--- src/hdl/fcb_pkg.sv ---
package fcb_pkg;
   // clock and flash pin timing
   localparam int CLK_PERIOD_NS = 5;
   localparam int T_SETUP_NS = 20;
   localparam int T_WP_NS = 50;
   localparam int T_ACC_NS = 150;
   localparam int T_HOLD_NS = 20;
   localparam int T_RP_LOW_NS = 100;
   localparam int T_PHQV_NS = 300;
   localparam int T_SETUP_CYC = (T_SETUP_NS + CLK_PERIOD_NS - 1) / CLK_PERIOD_NS;
   localparam int T_WP_CYC = (T_WP_NS + CLK_PERIOD_NS - 1) / CLK_PERIOD_NS;
   localparam int T_ACC_CYC = (T_ACC_NS + CLK_PERIOD_NS - 1) / CLK_PERIOD_NS;
   localparam int T_HOLD_CYC = (T_HOLD_NS + CLK_PERIOD_NS - 1) / CLK_PERIOD_NS;
   localparam int T_RP_LOW_CYC = (T_RP_LOW_NS + CLK_PERIOD_NS - 1) / CLK_PERIOD_NS;
   localparam int T_PHQV_CYC = (T_PHQV_NS + CLK_PERIOD_NS - 1) / CLK_PERIOD_NS;

   // flash commands
   localparam logic [7:0] CMD_ERASE_SETUP = 8'h20;
   localparam logic [7:0] CMD_CONFIRM = 8'hD0;
   localparam logic [7:0] CMD_SUSPEND = 8'hB0;
   localparam logic [7:0] CMD_READ_ARRAY = 8'hFF;
   localparam logic [7:0] CMD_CLEAR_STATUS = 8'h50;

   // flash status bits
   localparam int SR_READY = 7;
   localparam int SR_SUSPENDED = 6;
   localparam int SR_ERASE_FAIL = 5;
   localparam int SR_PROGRAM_FAIL = 4;
   localparam int SR_SUPPLY_LOW = 3;
   localparam logic [7:0] SR_ACC_MASK = 8'h38;

   // flash geometry (word-wide part)
   localparam int FL_AW = 17;
   localparam int BLK_LSB = 12;

   // APB register map
   localparam logic [7:0] REG_CTRL = 8'h00;
   localparam logic [7:0] REG_ADDR = 8'h04;
   localparam logic [7:0] REG_STATUS = 8'h08;
   localparam logic [7:0] REG_RDATA = 8'h0C;
   localparam int CTRL_ERASE = 0;
   localparam int CTRL_SUSPEND = 1;
   localparam int CTRL_RESUME = 2;
   localparam int CTRL_CLEAR = 3;
   localparam int CTRL_READ = 4;
   localparam int CTRL_RESET = 5;
   localparam int ST_BUSY = 16;
   localparam int ST_SUSP = 17;
   localparam int ST_REFUSED = 18;
   localparam int ST_DONE = 19;
   localparam int ST_SEQERR = 20;
   localparam int ST_ARRAY = 21;

   typedef enum {B_IDLE, B_SETUP, B_STROBE, B_HOLD} fcb_bus_t;
   typedef enum {S_RST_LOW, S_RST_REC, S_IDLE, S_ESETUP, S_ECONF, S_POLL, S_SUSP_CMD,
                 S_SUSPENDED, S_RESUME, S_CLR, S_RDARR_CMD, S_RDARR_RD} fcb_state_t;
endpackage : fcb_pkg

--- src/hdl/fcb_bus_cycle.sv ---
`timescale 1ns/10ps
module fcb_bus_cycle import fcb_pkg::*; (
   input wire logic clk,
   input wire logic rst_n,
   input wire logic start,
   input wire logic wr,
   input wire logic [FL_AW-1:0] addr,
   input wire logic [15:0] wdata,
   input wire logic [15:0] dq_i,
   output logic ce_n,
   output logic oe_n,
   output logic we_n,
   output logic [FL_AW-1:0] addr_o,
   output logic [15:0] dq_o,
   output logic dq_oe,
   output logic done,
   output logic [15:0] rdata
);
   fcb_bus_t st_r;
   logic [7:0] cnt_r;
   logic wr_r;

   // one asynchronous bus cycle; chip select released after every cycle
   always_ff @(posedge clk or negedge rst_n) begin
      if (!rst_n) begin
         st_r <= B_IDLE;
         cnt_r <= 8'h00;
         wr_r <= 1'b0;
         ce_n <= 1'b1;
         oe_n <= 1'b1;
         we_n <= 1'b1;
         addr_o <= '0;
         dq_o <= 16'h0000;
         dq_oe <= 1'b0;
         done <= 1'b0;
         rdata <= 16'h0000;
      end else begin
         done <= 1'b0;
         case (st_r)
            B_IDLE: begin
               if (start) begin
                  wr_r <= wr;
                  addr_o <= addr;
                  dq_o <= wdata;
                  dq_oe <= wr;
                  ce_n <= 1'b0;
                  cnt_r <= 8'h00;
                  st_r <= B_SETUP;
               end
            end
            B_SETUP: begin
               if (cnt_r == 8'(T_SETUP_CYC - 1)) begin
                  cnt_r <= 8'h00;
                  we_n <= !wr_r;
                  oe_n <= wr_r;
                  st_r <= B_STROBE;
               end else begin
                  cnt_r <= cnt_r + 8'h01;
               end
            end
            B_STROBE: begin
               if (cnt_r == (wr_r ? 8'(T_WP_CYC - 1) : 8'(T_ACC_CYC - 1))) begin
                  if (!wr_r) begin
                     rdata <= dq_i;
                  end
                  we_n <= 1'b1;
                  oe_n <= 1'b1;
                  cnt_r <= 8'h00;
                  st_r <= B_HOLD;
               end else begin
                  cnt_r <= cnt_r + 8'h01;
               end
            end
            B_HOLD: begin
               if (cnt_r == 8'(T_HOLD_CYC - 1)) begin
                  ce_n <= 1'b1;
                  dq_oe <= 1'b0;
                  done <= 1'b1;
                  st_r <= B_IDLE;
               end else begin
                  cnt_r <= cnt_r + 8'h01;
               end
            end
            default: st_r <= B_IDLE;
         endcase
      end
   end

   a_we_with_ce: assert property (@(posedge clk) disable iff (!rst_n) !we_n |-> !ce_n)
      else $error("write strobe low without chip select");
   a_poll_release: assert property (@(posedge clk) disable iff (!rst_n)
      done |-> ce_n && oe_n && we_n ##1 ce_n)
      else $error("strobes not released between cycles");
   a_write_width: assert property (@(posedge clk) disable iff (!rst_n)
      $fell(we_n) |-> (!we_n && !ce_n && dq_oe) [*8])
      else $error("write pulse too short");
endmodule : fcb_bus_cycle

--- src/hdl/fcb_erase_ctrl.sv ---
`timescale 1ns/10ps
////////////////////////////////////////////////////////////////////////////////
// How it works
// - erase is 20H then D0H inside block
// - no erase retry until bit 3 cleared
// - write FFH before reading array again
// - toggle strobes on every status poll
// - suspended: read others, status, resume only
////////////////////////////////////////////////////////////////////////////////
module fcb_erase_ctrl import fcb_pkg::*; (
   input wire logic CLOCK,
   input wire logic RST_N,
   input wire logic PSEL,
   input wire logic PENABLE,
   input wire logic PWRITE,
   input wire logic [7:0] PADDR,
   input wire logic [31:0] PWDATA,
   output logic [31:0] PRDATA,
   output logic PREADY,
   output logic PSLVERR,
   output logic FL_CE_N,
   output logic FL_OE_N,
   output logic FL_WE_N,
   output logic [FL_AW-1:0] FL_ADDR,
   output logic [15:0] FL_DQ_O,
   output logic FL_DQ_OE,
   input wire logic [15:0] FL_DQ_I,
   output logic FL_POWERDOWN_RESET_N
);
   fcb_state_t st_r;
   logic [7:0] cnt_r;
   logic issued_r;
   logic [4:0] blk_r;
   logic [FL_AW-1:0] addr_r;
   logic [7:0] sr_r;
   logic [7:0] acc_r;
   logic mode_array_r;
   logic in_susp_r;
   logic susp_req_r;
   logic susp_wait_r;
   logic refused_r;
   logic done_r;
   logic [15:0] rdata_r;
   logic [7:0] since_pdr_r;
   logic ctrl_wr;
   logic req_erase;
   logic req_susp;
   logic req_resume;
   logic req_clear;
   logic req_read;
   logic req_rst;
   logic rst_pend_r;
   logic rst_go;
   logic needs_bus;
   logic bus_go;
   logic bus_wr;
   logic [FL_AW-1:0] bus_addr;
   logic [15:0] bus_data;
   logic bus_done;
   logic [15:0] bus_rdata;
   logic [31:0] status_word;

   ////////////////////////////////////////////////////////////////////////////////
   // APB slave, zero wait states
   assign ctrl_wr = PSEL && PENABLE && PWRITE && (PADDR == REG_CTRL);
   assign req_erase = ctrl_wr && PWDATA[CTRL_ERASE];
   assign req_susp = ctrl_wr && PWDATA[CTRL_SUSPEND];
   assign req_resume = ctrl_wr && PWDATA[CTRL_RESUME];
   assign req_clear = ctrl_wr && PWDATA[CTRL_CLEAR];
   assign req_read = ctrl_wr && PWDATA[CTRL_READ];
   assign req_rst = ctrl_wr && PWDATA[CTRL_RESET];

   assign status_word = {10'h000, mode_array_r, acc_r[SR_PROGRAM_FAIL] & acc_r[SR_ERASE_FAIL],
                         done_r, refused_r, st_r == S_SUSPENDED,
                         (st_r != S_IDLE) && (st_r != S_SUSPENDED), acc_r, sr_r};

   always_ff @(posedge CLOCK or negedge RST_N) begin
      if (!RST_N) begin
         PRDATA <= 32'h00000000;
         PREADY <= 1'b0;
         PSLVERR <= 1'b0;
      end else begin
         PREADY <= 1'b1;
         if (PSEL && !PENABLE) begin
            PSLVERR <= (PADDR != REG_CTRL) && (PADDR != REG_ADDR) && (PADDR != REG_STATUS) &&
                       (PADDR != REG_RDATA);
            case (PADDR)
               REG_ADDR: PRDATA <= {15'h0000, addr_r};
               REG_STATUS: PRDATA <= status_word;
               REG_RDATA: PRDATA <= {16'h0000, rdata_r};
               default: PRDATA <= 32'h00000000;
            endcase
         end
      end
   end

   // address may only change while no flash operation is running
   always_ff @(posedge CLOCK or negedge RST_N) begin
      if (!RST_N) begin
         addr_r <= '0;
      end else if (PSEL && PENABLE && PWRITE && (PADDR == REG_ADDR) &&
                   (st_r == S_IDLE || st_r == S_SUSPENDED)) begin
         addr_r <= PWDATA[FL_AW-1:0];
      end
   end

   ////////////////////////////////////////////////////////////////////////////////
   // bus request per state
   always_comb begin
      bus_wr = 1'b1;
      needs_bus = 1'b1;
      bus_data = 16'h0000;
      bus_addr = {blk_r, 12'h000};
      case (st_r)
         S_ESETUP: bus_data = {8'h00, CMD_ERASE_SETUP};
         S_ECONF: bus_data = {8'h00, CMD_CONFIRM};
         S_RESUME: bus_data = {8'h00, CMD_CONFIRM};
         S_SUSP_CMD: bus_data = {8'h00, CMD_SUSPEND};
         S_CLR: bus_data = {8'h00, CMD_CLEAR_STATUS};
         S_RDARR_CMD: bus_data = {8'h00, CMD_READ_ARRAY};
         S_POLL: bus_wr = 1'b0;
         S_RDARR_RD: begin
            bus_wr = 1'b0;
            bus_addr = addr_r;
         end
         default: needs_bus = 1'b0;
      endcase
   end
   assign bus_go = needs_bus && !issued_r && !req_rst && !rst_pend_r;

   // flash reset waits for the running bus cycle, so no strobe overlaps the low pin
   assign rst_go = (req_rst || rst_pend_r) && (!issued_r || bus_done);

   always_ff @(posedge CLOCK or negedge RST_N) begin
      if (!RST_N) begin
         rst_pend_r <= 1'b0;
      end else begin
         rst_pend_r <= (req_rst || rst_pend_r) && !rst_go;
      end
   end

   always_ff @(posedge CLOCK or negedge RST_N) begin
      if (!RST_N) begin
         issued_r <= 1'b0;
      end else if (rst_go || bus_done) begin
         issued_r <= 1'b0;
      end else if (bus_go) begin
         issued_r <= 1'b1;
      end
   end

   fcb_bus_cycle u_bus (
      .clk(CLOCK),
      .rst_n(RST_N),
      .start(bus_go),
      .wr(bus_wr),
      .addr(bus_addr),
      .wdata(bus_data),
      .dq_i(FL_DQ_I),
      .ce_n(FL_CE_N),
      .oe_n(FL_OE_N),
      .we_n(FL_WE_N),
      .addr_o(FL_ADDR),
      .dq_o(FL_DQ_O),
      .dq_oe(FL_DQ_OE),
      .done(bus_done),
      .rdata(bus_rdata)
   );

   ////////////////////////////////////////////////////////////////////////////////
   // reset pin: low from controller reset, high only after the low time
   always_ff @(posedge CLOCK or negedge RST_N) begin
      if (!RST_N) begin
         FL_POWERDOWN_RESET_N <= 1'b0;
         since_pdr_r <= 8'h00;
      end else begin
         FL_POWERDOWN_RESET_N <= (st_r != S_RST_LOW);
         if (!FL_POWERDOWN_RESET_N) begin
            since_pdr_r <= 8'h00;
         end else if (since_pdr_r != 8'hFF) begin
            since_pdr_r <= since_pdr_r + 8'h01;
         end
      end
   end

   ////////////////////////////////////////////////////////////////////////////////
   // erase sequencer
   always_ff @(posedge CLOCK or negedge RST_N) begin
      if (!RST_N) begin
         st_r <= S_RST_LOW;
         cnt_r <= 8'h00;
         blk_r <= 5'h00;
         sr_r <= 8'h00;
         acc_r <= 8'h00;
         mode_array_r <= 1'b1;
         in_susp_r <= 1'b0;
         susp_req_r <= 1'b0;
         susp_wait_r <= 1'b0;
         refused_r <= 1'b0;
         done_r <= 1'b0;
         rdata_r <= 16'h0000;
      end else if (rst_go) begin
         st_r <= S_RST_LOW;
         cnt_r <= 8'h00;
      end else begin
         case (st_r)
            S_RST_LOW: begin
               sr_r <= 8'h00;
               acc_r <= 8'h00;
               mode_array_r <= 1'b1;
               in_susp_r <= 1'b0;
               susp_req_r <= 1'b0;
               susp_wait_r <= 1'b0;
               if (cnt_r == 8'(T_RP_LOW_CYC - 1)) begin
                  cnt_r <= 8'h00;
                  st_r <= S_RST_REC;
               end else begin
                  cnt_r <= cnt_r + 8'h01;
               end
            end
            S_RST_REC: begin
               if (cnt_r == 8'(T_PHQV_CYC)) begin
                  st_r <= S_IDLE;
               end else begin
                  cnt_r <= cnt_r + 8'h01;
               end
            end
            S_IDLE: begin
               if (req_erase) begin
                  if (acc_r[SR_SUPPLY_LOW]) begin
                     refused_r <= 1'b1;
                  end else begin
                     blk_r <= addr_r[FL_AW-1:BLK_LSB];
                     refused_r <= 1'b0;
                     done_r <= 1'b0;
                     st_r <= S_ESETUP;
                  end
               end else if (req_clear) begin
                  refused_r <= 1'b0;
                  st_r <= S_CLR;
               end else if (req_read) begin
                  refused_r <= 1'b0;
                  st_r <= mode_array_r ? S_RDARR_RD : S_RDARR_CMD;
               end else if (req_susp || req_resume) begin
                  refused_r <= 1'b1;
               end
            end
            S_ESETUP: begin
               if (bus_done) begin
                  st_r <= S_ECONF;
               end
            end
            S_ECONF: begin
               if (bus_done) begin
                  mode_array_r <= 1'b0;
                  susp_req_r <= 1'b0;
                  st_r <= S_POLL;
               end
            end
            S_POLL: begin
               if (req_susp && !susp_wait_r) begin
                  susp_req_r <= 1'b1;
               end
               if (bus_done) begin
                  sr_r <= bus_rdata[7:0];
                  acc_r <= acc_r | (bus_rdata[7:0] & SR_ACC_MASK);
                  if (bus_rdata[SR_READY]) begin
                     susp_req_r <= 1'b0;
                     susp_wait_r <= 1'b0;
                     if (bus_rdata[SR_SUSPENDED]) begin
                        in_susp_r <= 1'b1;
                        st_r <= S_SUSPENDED;
                     end else begin
                        done_r <= 1'b1;
                        st_r <= S_IDLE;
                     end
                  end else if ((susp_req_r || req_susp) && !susp_wait_r) begin
                     st_r <= S_SUSP_CMD;
                  end
               end
            end
            S_SUSP_CMD: begin
               if (bus_done) begin
                  susp_wait_r <= 1'b1;
                  susp_req_r <= 1'b0;
                  st_r <= S_POLL;
               end
            end
            S_SUSPENDED: begin
               if (req_resume) begin
                  refused_r <= 1'b0;
                  st_r <= S_RESUME;
               end else if (req_read) begin
                  if (addr_r[FL_AW-1:BLK_LSB] == blk_r) begin
                     refused_r <= 1'b1;
                  end else begin
                     refused_r <= 1'b0;
                     st_r <= mode_array_r ? S_RDARR_RD : S_RDARR_CMD;
                  end
               end else if (req_erase || req_clear || req_susp) begin
                  refused_r <= 1'b1;
               end
            end
            S_RESUME: begin
               if (bus_done) begin
                  in_susp_r <= 1'b0;
                  mode_array_r <= 1'b0;
                  st_r <= S_POLL;
               end
            end
            S_CLR: begin
               if (bus_done) begin
                  acc_r <= 8'h00;
                  sr_r <= 8'h00;
                  mode_array_r <= 1'b0;
                  st_r <= S_IDLE;
               end
            end
            S_RDARR_CMD: begin
               if (bus_done) begin
                  mode_array_r <= 1'b1;
                  st_r <= S_RDARR_RD;
               end
            end
            S_RDARR_RD: begin
               if (bus_done) begin
                  rdata_r <= bus_rdata;
                  st_r <= in_susp_r ? S_SUSPENDED : S_IDLE;
               end
            end
            default: st_r <= S_IDLE;
         endcase
      end
   end

   ////////////////////////////////////////////////////////////////////////////////
   a_rec_before_access: assert property (@(posedge CLOCK) disable iff (!RST_N)
      !FL_CE_N |-> FL_POWERDOWN_RESET_N && since_pdr_r >= 8'(T_PHQV_CYC))
      else $error("flash accessed before reset recovery");
   a_confirm_follows: assert property (@(posedge CLOCK) disable iff (!RST_N)
      (st_r == S_ECONF && $past(st_r) != S_ECONF) |-> $past(st_r) == S_ESETUP)
      else $error("confirm without setup");
   a_supply_refuse: assert property (@(posedge CLOCK) disable iff (!RST_N)
      (st_r == S_IDLE && req_erase && !rst_go && acc_r[SR_SUPPLY_LOW]) |=> st_r == S_IDLE && refused_r)
      else $error("erase retried with supply flag set");
   a_read_needs_ff: assert property (@(posedge CLOCK) disable iff (!RST_N)
      (st_r == S_RDARR_RD && bus_go) |-> mode_array_r)
      else $error("array read without read array command");
   a_susp_other_blk: assert property (@(posedge CLOCK) disable iff (!RST_N)
      (st_r == S_RDARR_RD && in_susp_r) |-> addr_r[FL_AW-1:BLK_LSB] != blk_r)
      else $error("read from suspended block");
   a_fail_sticky: assert property (@(posedge CLOCK) disable iff (!RST_N)
      (acc_r[SR_ERASE_FAIL] && st_r != S_CLR && st_r != S_RST_LOW) |=> acc_r[SR_ERASE_FAIL])
      else $error("erase fail flag lost");
   a_busy_keeps_poll: assert property (@(posedge CLOCK) disable iff (!RST_N)
      (st_r == S_POLL && bus_done && !bus_rdata[SR_READY] && !rst_go) |=> st_r == S_POLL || st_r == S_SUSP_CMD)
      else $error("left polling while busy");
   a_pin_low_time: assert property (@(posedge CLOCK) disable iff (!RST_N)
      $fell(FL_POWERDOWN_RESET_N) |-> (!FL_POWERDOWN_RESET_N && st_r != S_IDLE) [*8])
      else $error("reset pin pulse too short");
endmodule : fcb_erase_ctrl

--- config.mk ---
export PLATFORM = sky130hd
export DESIGN_NAME = fcb_erase_ctrl
export DESIGN_NICKNAME = d
export VERILOG_FILES = /design/src/hdl/fcb_pkg.sv /design/src/hdl/fcb_bus_cycle.sv /design/src/hdl/fcb_erase_ctrl.sv
export SDC_FILE = /design/constraint.sdc
export NUM_CORES = 1
export LEC_CHECK = 0
export ABC_AREA = 1
export BUFFER_PORTS_ARGS = -buffer_cell sky130_fd_sc_hd__buf_2
export CAP_MARGIN = 0
export CELL_PAD_IN_SITES_DETAIL_PLACEMENT = 1
export CELL_PAD_IN_SITES_GLOBAL_PLACEMENT = 1
export CORE_ASPECT_RATIO = 1.5
export CORE_MARGIN = 3
export CORE_UTILIZATION = 30
export CTS_CLUSTER_DIAMETER = 200
export CTS_CLUSTER_SIZE = 40
export DETAILED_ROUTE_END_ITERATION = 6
export PLACE_DENSITY_LB_ADDON = 0.05
export SYNTH_ARGS = -nofsm -noshare
export SYNTH_HDL_FRONTEND = slang
export SYNTH_SLANG_ARGS = --single-unit
--- constraint.sdc ---
create_clock -name CLOCK -period 1.75 [get_ports CLOCK]
set_input_delay 0.175 -clock CLOCK [delete_from_list [all_inputs] [get_ports CLOCK]]
set_output_delay 0.175 -clock CLOCK [all_outputs]
set_load 0.02 [all_outputs]
# ---- Word-level counts from Yosys, hierarchy flattened
# Index checks and enable logic that the tools add are counted.
dict set report classes {
  n_addsub 2
  bitwise 5
  eq_ne 62
  reduce_logical 78
  muxes 92
}
# op n
set ops {}
lappend ops {{32-bit two-way mux} 22}
lappend ops {{32-bit one-hot mux with 10 select lines} 1}
lappend ops {{32-bit by 3-bit == test with 1-bit output (second input constant)} 5}
lappend ops {{32-bit by 4-bit == test with 1-bit output (second input constant)} 5}
lappend ops {{32-bit by 2-bit == test with 1-bit output (second input constant)} 4}
lappend ops {{32-bit one-hot mux with 4 select lines} 1}
lappend ops {{8-bit two-way mux} 10}
lappend ops {{22-bit one-hot mux with 3 select lines} 1}
lappend ops {{32-bit by 1-bit == test with 1-bit output (second input constant)} 2}
lappend ops {{32-bit logical NOT} 2}
lappend ops {{8-bit one-hot mux with 3 select lines} 2}
lappend ops {{8-bit one-hot mux with 5 select lines} 1}
lappend ops {{1-bit two-way mux} 38}
lappend ops {{32-bit by 3-bit inequality test with 1-bit output (second input constant)} 1}
lappend ops {{32-bit by 4-bit inequality test with 1-bit output (second input constant)} 1}
lappend ops {{8-bit one-hot mux with 4 select lines} 1}
lappend ops {{32-bit nonzero test} 1}
lappend ops {{2-bit by 1-bit inequality test with 1-bit output (second input constant)} 12}
lappend ops {{1-bit logical AND} 23}
lappend ops {{4-bit AND reduction} 5}
lappend ops {{3-bit AND reduction} 6}
lappend ops {{3-bit nonzero test} 6}
lappend ops {{17-bit two-way mux} 1}
lappend ops {{8-bit by 1-bit adder with 8-bit output (second input constant)} 2}
lappend ops {{other kinds (38)} 86}
dict set report totals {
  elab_cells 269
  input_bits 61
  register_bits 232
  output_inout_bits 72
}

# ---- Depth between registers and ports, before layout
dict set report depth {
  word_depth 11
  ltp_mapped 13
  mapped_depth_nobuf 12
}

# ---- By module
# From an unflattened synthesis, not the netlist that was laid out.
dict set report unflattened {
  hier_cells 905
  area_unflattened_um2 7876.3
}
# mod cells_per_inst area_per_inst_um2 n_inst seq_area_each_um2
set by_module_without_submodules {}
lappend by_module_without_submodules {fcb_erase_ctrl 637 4916.0 1 2353.5}
lappend by_module_without_submodules {fcb_bus_cycle 268 2960.3 1 1630.3}

# ---- Least setup slack after synthesis
# OpenSTA, ideal clock, no wires.
dict set report synth_timing {
  kind {register -> register}
  startpoint {register st_r[2]}
  endpoint {register acc_r[3]}
  n_path_buf 1
  required_time_ps 1627
  slack_ps 170
  period_less_slack_ps 1580
  arrival_time_ps 1456
  setup_time_ps 123
  stages_incl_launch_ff 10
  path_cell_list {dfrtp_1 nor2_2 inv_2 nor2_2 nor2_1 nand2_1 nand4_2 buf_2 nand2_1 o21ai_1}
}
dict set report synth_via {
  elab_chain_cells 3
  elab_cells_between_ends 8
  classes_between {eq/ne (4); mux (1); reduce/logical (3)}
}
# item line
set synth_lines {}
lappend synth_lines {{from (decl)} fcb_erase_ctrl.sv:30} ;# fcb_state_t st_r;
lappend synth_lines {{from (signal assigned)} fcb_erase_ctrl.sv:243} ;# st_r <= mode_array_r ? S_RDARR_RD : S_RDARR_CMD;
lappend synth_lines {{from (signal assigned)} fcb_erase_ctrl.sv:298} ;# st_r <= mode_array_r ? S_RDARR_RD : S_RDARR_CMD;
lappend synth_lines {{from (signal assigned)} fcb_erase_ctrl.sv:328} ;# st_r <= in_susp_r ? S_SUSPENDED : S_IDLE;
lappend synth_lines {{32-bit by 3-bit == test with 1-bit output, or another cell as far along} fcb_erase_ctrl.sv:206} ;# case (st_r)
lappend synth_lines {{2-bit by 1-bit inequality test with 1-bit output (no source line) or 3-bit nonzero test (tied branches)} --}
lappend synth_lines {{4-bit AND reduction (no source line)} --}
lappend synth_lines {{to (signal assigned)} fcb_erase_ctrl.sv:266} ;# acc_r <= acc_r | (bus_rdata[7:0] & SR_ACC_MASK);
lappend synth_lines {{to (decl)} fcb_erase_ctrl.sv:36} ;# logic [7:0] acc_r;
# Several ways; a longest one is shown, not always the timed one.
# A chain may end at the register's enable or synchronous reset.

# ---- Worst setup path in the final report
dict set report layout_timing {
  startpoint {register st_r[0]}
  endpoint {register st_r[1]}
}
dict set report layout_via {
  elab_chain_cells 4
  elab_cells_between_ends 29
  classes_between {eq/ne (24); mux (2); reduce/logical (3)}
}
# item line
set layout_lines {}
lappend layout_lines {{32-bit by 4-bit == test with 1-bit output or 32-bit by 3-bit == test with 1-bit output (tied branches)} fcb_erase_ctrl.sv:206}
lappend layout_lines {{3-bit OR reduction (no source line)} --}
lappend layout_lines {{3-bit by 1-bit inequality test with 1-bit output (no source line) or 32-bit one-hot mux with 10 select lines (tied branches)} --}
lappend layout_lines {{13-bit AND reduction (no source line) or 32-bit two-way mux (tied branches)} --}
# Several ways; a longest one is shown, not always the timed one.

==> key figures <==
Routing
  – M1 WL: ~10000 µm
  – 1st-iter DRT viols: 234
  – Via count: 6800
  – Vias per cell: about 4.6
  – Antenna-violating nets left: 0
  – Final WL: ~24000 µm
  – Uppermost layer routed: met4
  – Wirelength per Cell: about 16 µm
  – DRC: 0
  – Routed wl met3: ~770 µm
  – Router iterations before antenna repair: 6
  – Routed wl met2: between 10000 and 15000 µm

Timing
  – Slew Limit Fails: 0
  – Final Hold Fails: 0
  – Fin crit period: around 1.7 ns
  – Setup tns final: 0 ns
  – Final setup fails: 0
  – Final worst slack: 0.02822 ns
  – Clk_skew: 0.01312 ns
  – Worst hold slack: 0.01869 ns
  – Fin crit share: a little over nine tenths
  – Peak Freq: 580.8 MHz
  – RSZ-0062 raised after global routing: yes

Setup path
  – Worst Path Required: 2.06 ns
  – Crit path buf inv count: 2
  – CP cell instances: nand2_2 -> inv_2 -> nand2_2 -> buf_4 -> nand3_1 -> o21ai_1 -> nand3_1 -> nor2_1 -> nand3_2 -> nand3_1 -> nand2_1
  – Worst path slowest cell: dfrtp_2
  – Reg2reg setup slack: 0.03 ns
  – Worst-path fanout max: 6
  – Worst Setup Path Type: register to register
  – Crit. End Element: register
  – Cell mode on critical path: nand3_1
  – Startpoint Class: register
  – CP max stage delay: just under 0.5 ns
  – Crit path DAT: 2.03 ns
  – CP top delay family: simple AND/OR/NAND/NOR gates

Cells and area
  – # fillers: around 3000
  – Net count, final: 1222
  – Fin cells: 1488
  – Area Overhead vs Synth: 35.01%
  – Finished Cell Area: 10220 µm²
  – Fraction of layout cells with a size suffix above 1: between 20 and 30%
  – Inserted Diodes: 0

Global routing
  – Global Route Usage Sum: between 10% and 20%
  – Vias in the first global route: 7166
  – Initial antenna violation count: 0
  – First-pass GRT wire length: around 38000 µm
  – Total grt overflow: 0
  – Largest net degree at the start of global routing: 46

Place
  – Area after DPL: approximately 9100 µm²
  – Routability cong.: 0.8101
  – Post-Place Cells: approximately 1400
  – IO Port Bufs: slightly below 100
  – Pre-CTS setup slack: -0.1459 ns
  – Post-DP HPWL: 18130 µm

Floorplan
  – Initial Utilization: roughly 31%
  – Core ar.: between 20000 and 25000 µm²
  – Row cnt: 70
  – Die height: approximately 200 µm
  – Die ar.: 27230 µm²
  – Die Wd: 135.7 µm
  – # IOs: approximately 130

Synth
  – Main synth FF type: dfrtp_1
  – FFs w/ async S/R, synth: between 90% and 100%
  – Mean Syn Cell Area: between 8 and 9 µm²
  – Cells after Synth: slightly above 900
  – Post-synthesis sequential area ratio: 48.97%
  – Yosys warnings: 0
  – Count of cell types in the netlist: between 40 and 50
  – Seq cells post-synth: roughly 150
  – Post-synthesis cell area: approximately 7600 µm²
  – Post-synth EDFFs: 0

CTS
  – Clock slew seen by the registers of the worst setup and hold paths: 0.06 ns
  – Max H-tree Level: 4
  – Bufs on Longest Clock Path: 2
  – Worst skew pair latency: approximately 0.43 ns
  – TritonCTS buffer count: 17
  – CTS Sinks: roughly 150
  – Root Buffer Master: clkbuf_16
  – CTS tree: built

Outcome
  – Status: finished clean

Pwr
  – Pwr dens: between 1000 and 1500 nW/µm²
  – Leak: between 0.005 and 0.006 µW
  – Max IR drop VDD: 673.0 µV

Run
  – MaxCap Viol Count: 0

Worst hold path
  – Hold Crit Class: input pin to register
final cells by class:
type / count / area [µm²] / share of cell area [%]
Clock buffer: 20 / 446.7 / 4.369
Clock inverter: 11 / 127.6 / 1.248
Inverter: 102 / 391.6 / 3.830
Multi-Input combinational cell: 652 / 3441 / 33.65
Sequential cell: 148 / 3715 / 36.33
Tap cell: 324 / 405.4 / 3.965
Timing Repair Buffer: 231 / 1698 / 16.61
final timing paths:
check	startpoint	end	depth (start not counted)
worst min-delay path	PWDATA[11]	addr_r[11]$_DFFE_PN0P_	3
max in group asynchronous	RST_N	rdata_r[3]$_DFFE_PN0P_	3
min in group asynchronous	RST_N	u_bus.cnt_r[3]$_DFFE_PN0P_	2
worst max register to register	st_r[0]$_DFFE_PN0P_	st_r[1]$_DFFE_PN0P_	11
worst min register to register	u_bus.dq_o[6]$_DFFE_PN0P_	u_bus.dq_o[6]$_DFFE_PN0P_	2
worst max-delay path	st_r[0]$_DFFE_PN0P_	st_r[1]$_DFFE_PN0P_	11
cells in the mapped netlist (all sizes together), types with 3 or more instances:
| master | count | area share [%] |
|---|---|---|
| a22o | 3 | 0.35 |
| o2111ai | 4 | 0.46 |
| clkbuf | 9 | 0.45 |
| ha | 9 | 1.5 |
| nor3 | 9 | 0.81 |
| inv | 100 | 5.0 |
| a21oi | 19 | 1.3 |
| o211ai | 5 | 0.50 |
| nand4 | 10 | 1.1 |
| buf | 39 | 3.4 |
| xor2 | 6 | 0.69 |
| dfstp | 4 | 1.4 |
| o21ai | 103 | 7.1 |
| mux2 | 22 | 3.3 |
| nand3 | 53 | 3.8 |
| nor2 | 73 | 4.3 |
| nand2 | 303 | 16 |
| dfrtp | 144 | 48 |
flip-flops by register name, indices dropped and copies added, names as in the netlist, 2 cells and up:
| signal | flops |
|---|---|
| addr_r | 17 |
| st_r | 4 |
| u_bus.addr_o | 17 |
| u_bus.st_r | 2 |
| u_bus.dq_o | 5 |
| u_bus.rdata | 16 |
| cnt_r | 8 |
| PRDATA | 22 |
| u_bus.cnt_r | 8 |
| sr_r | 8 |
| rdata_r | 16 |
| blk_r | 5 |
| acc_r | 3 |
report_power, final:
part | switching (µW) | total, µW | internal, µW
Sequential | 344 | 4180 | 3830
Combinational | 2620 | 4350 | 1730
Clock | 1520 | 3660 | 2140
Total | 4490 | 12200 | 7700
stage by stage:
stage / util, % / total power (µW)
after global routing: 41.55 / 13020
final: 41.55 / 12190
after floorplan: - / 6552
after detailed placement: 36.90 / 8161
after CTS: 40.48 / 12010
after global placement: 36.90 / 8097
worst min-delay path, stage by stage:
cell and delay [ns]:
buf_2 0.08, nor2_1 0.04, a21oi_1 0.10
logic make-up (layout without fill, tap and decap cells):
family	Yosys count	count (layout)	share of synthesized area, %
AO/OA/AOI/OAI	144	144	10.71
XOR/XNOR	8	8	0.9252
adder cells (fa/ha/maj)	9	9	1.487
buffers and inverters	150	364	8.888
flip-flops	148	148	48.97
multiplexers	22	22	3.271
other	2	19	0.09916
AND/OR/NAND/NOR	449	450	25.66
placed cells by master, fill, tap and decap left out, types with 3 or more instances in the layout:
master and count:
a21oi_1 16, a21oi_2 3, a22o_1 3, buf_12 8
buf_2 98, buf_4 91, buf_6 7, clkbuf_16 18
clkinvlp_4 4, conb_1 19, dfrtp_1 139, dfrtp_2 5
dfstp_2 4, dlygate4sd3_1 26, ha_1 5, ha_2 3
inv_1 89, inv_2 8, mux2_2 21, nand2_1 285
nand2_2 14, nand2_4 4, nand3_1 48, nand3_2 4
nand4_1 7, nor2_1 52, nor2_2 10, nor2_4 11
nor3_1 6, o2111ai_1 4, o211ai_1 5, o21ai_0 55
o21ai_1 40, o21ai_2 6, xor2_1 6
layer usage:
metal  global-route usage, %  vias up
met3                   3.059       22
li1                        -     3391
met4                   4.611        0
met2                   32.32      102
met1                   22.16     3285
met5                       0        -
what timing repair did:
item                                   CTS  global route
endpoints found under the hold margin   61             0
pin swaps                                1            11
setup endpoints to repair               58           114
buffers inserted                         0             8
hold buffers                            26             0
cloned                                   0             2
resized for setup                       13            57
Note: power is estimated with default switching activity, not from simulation.
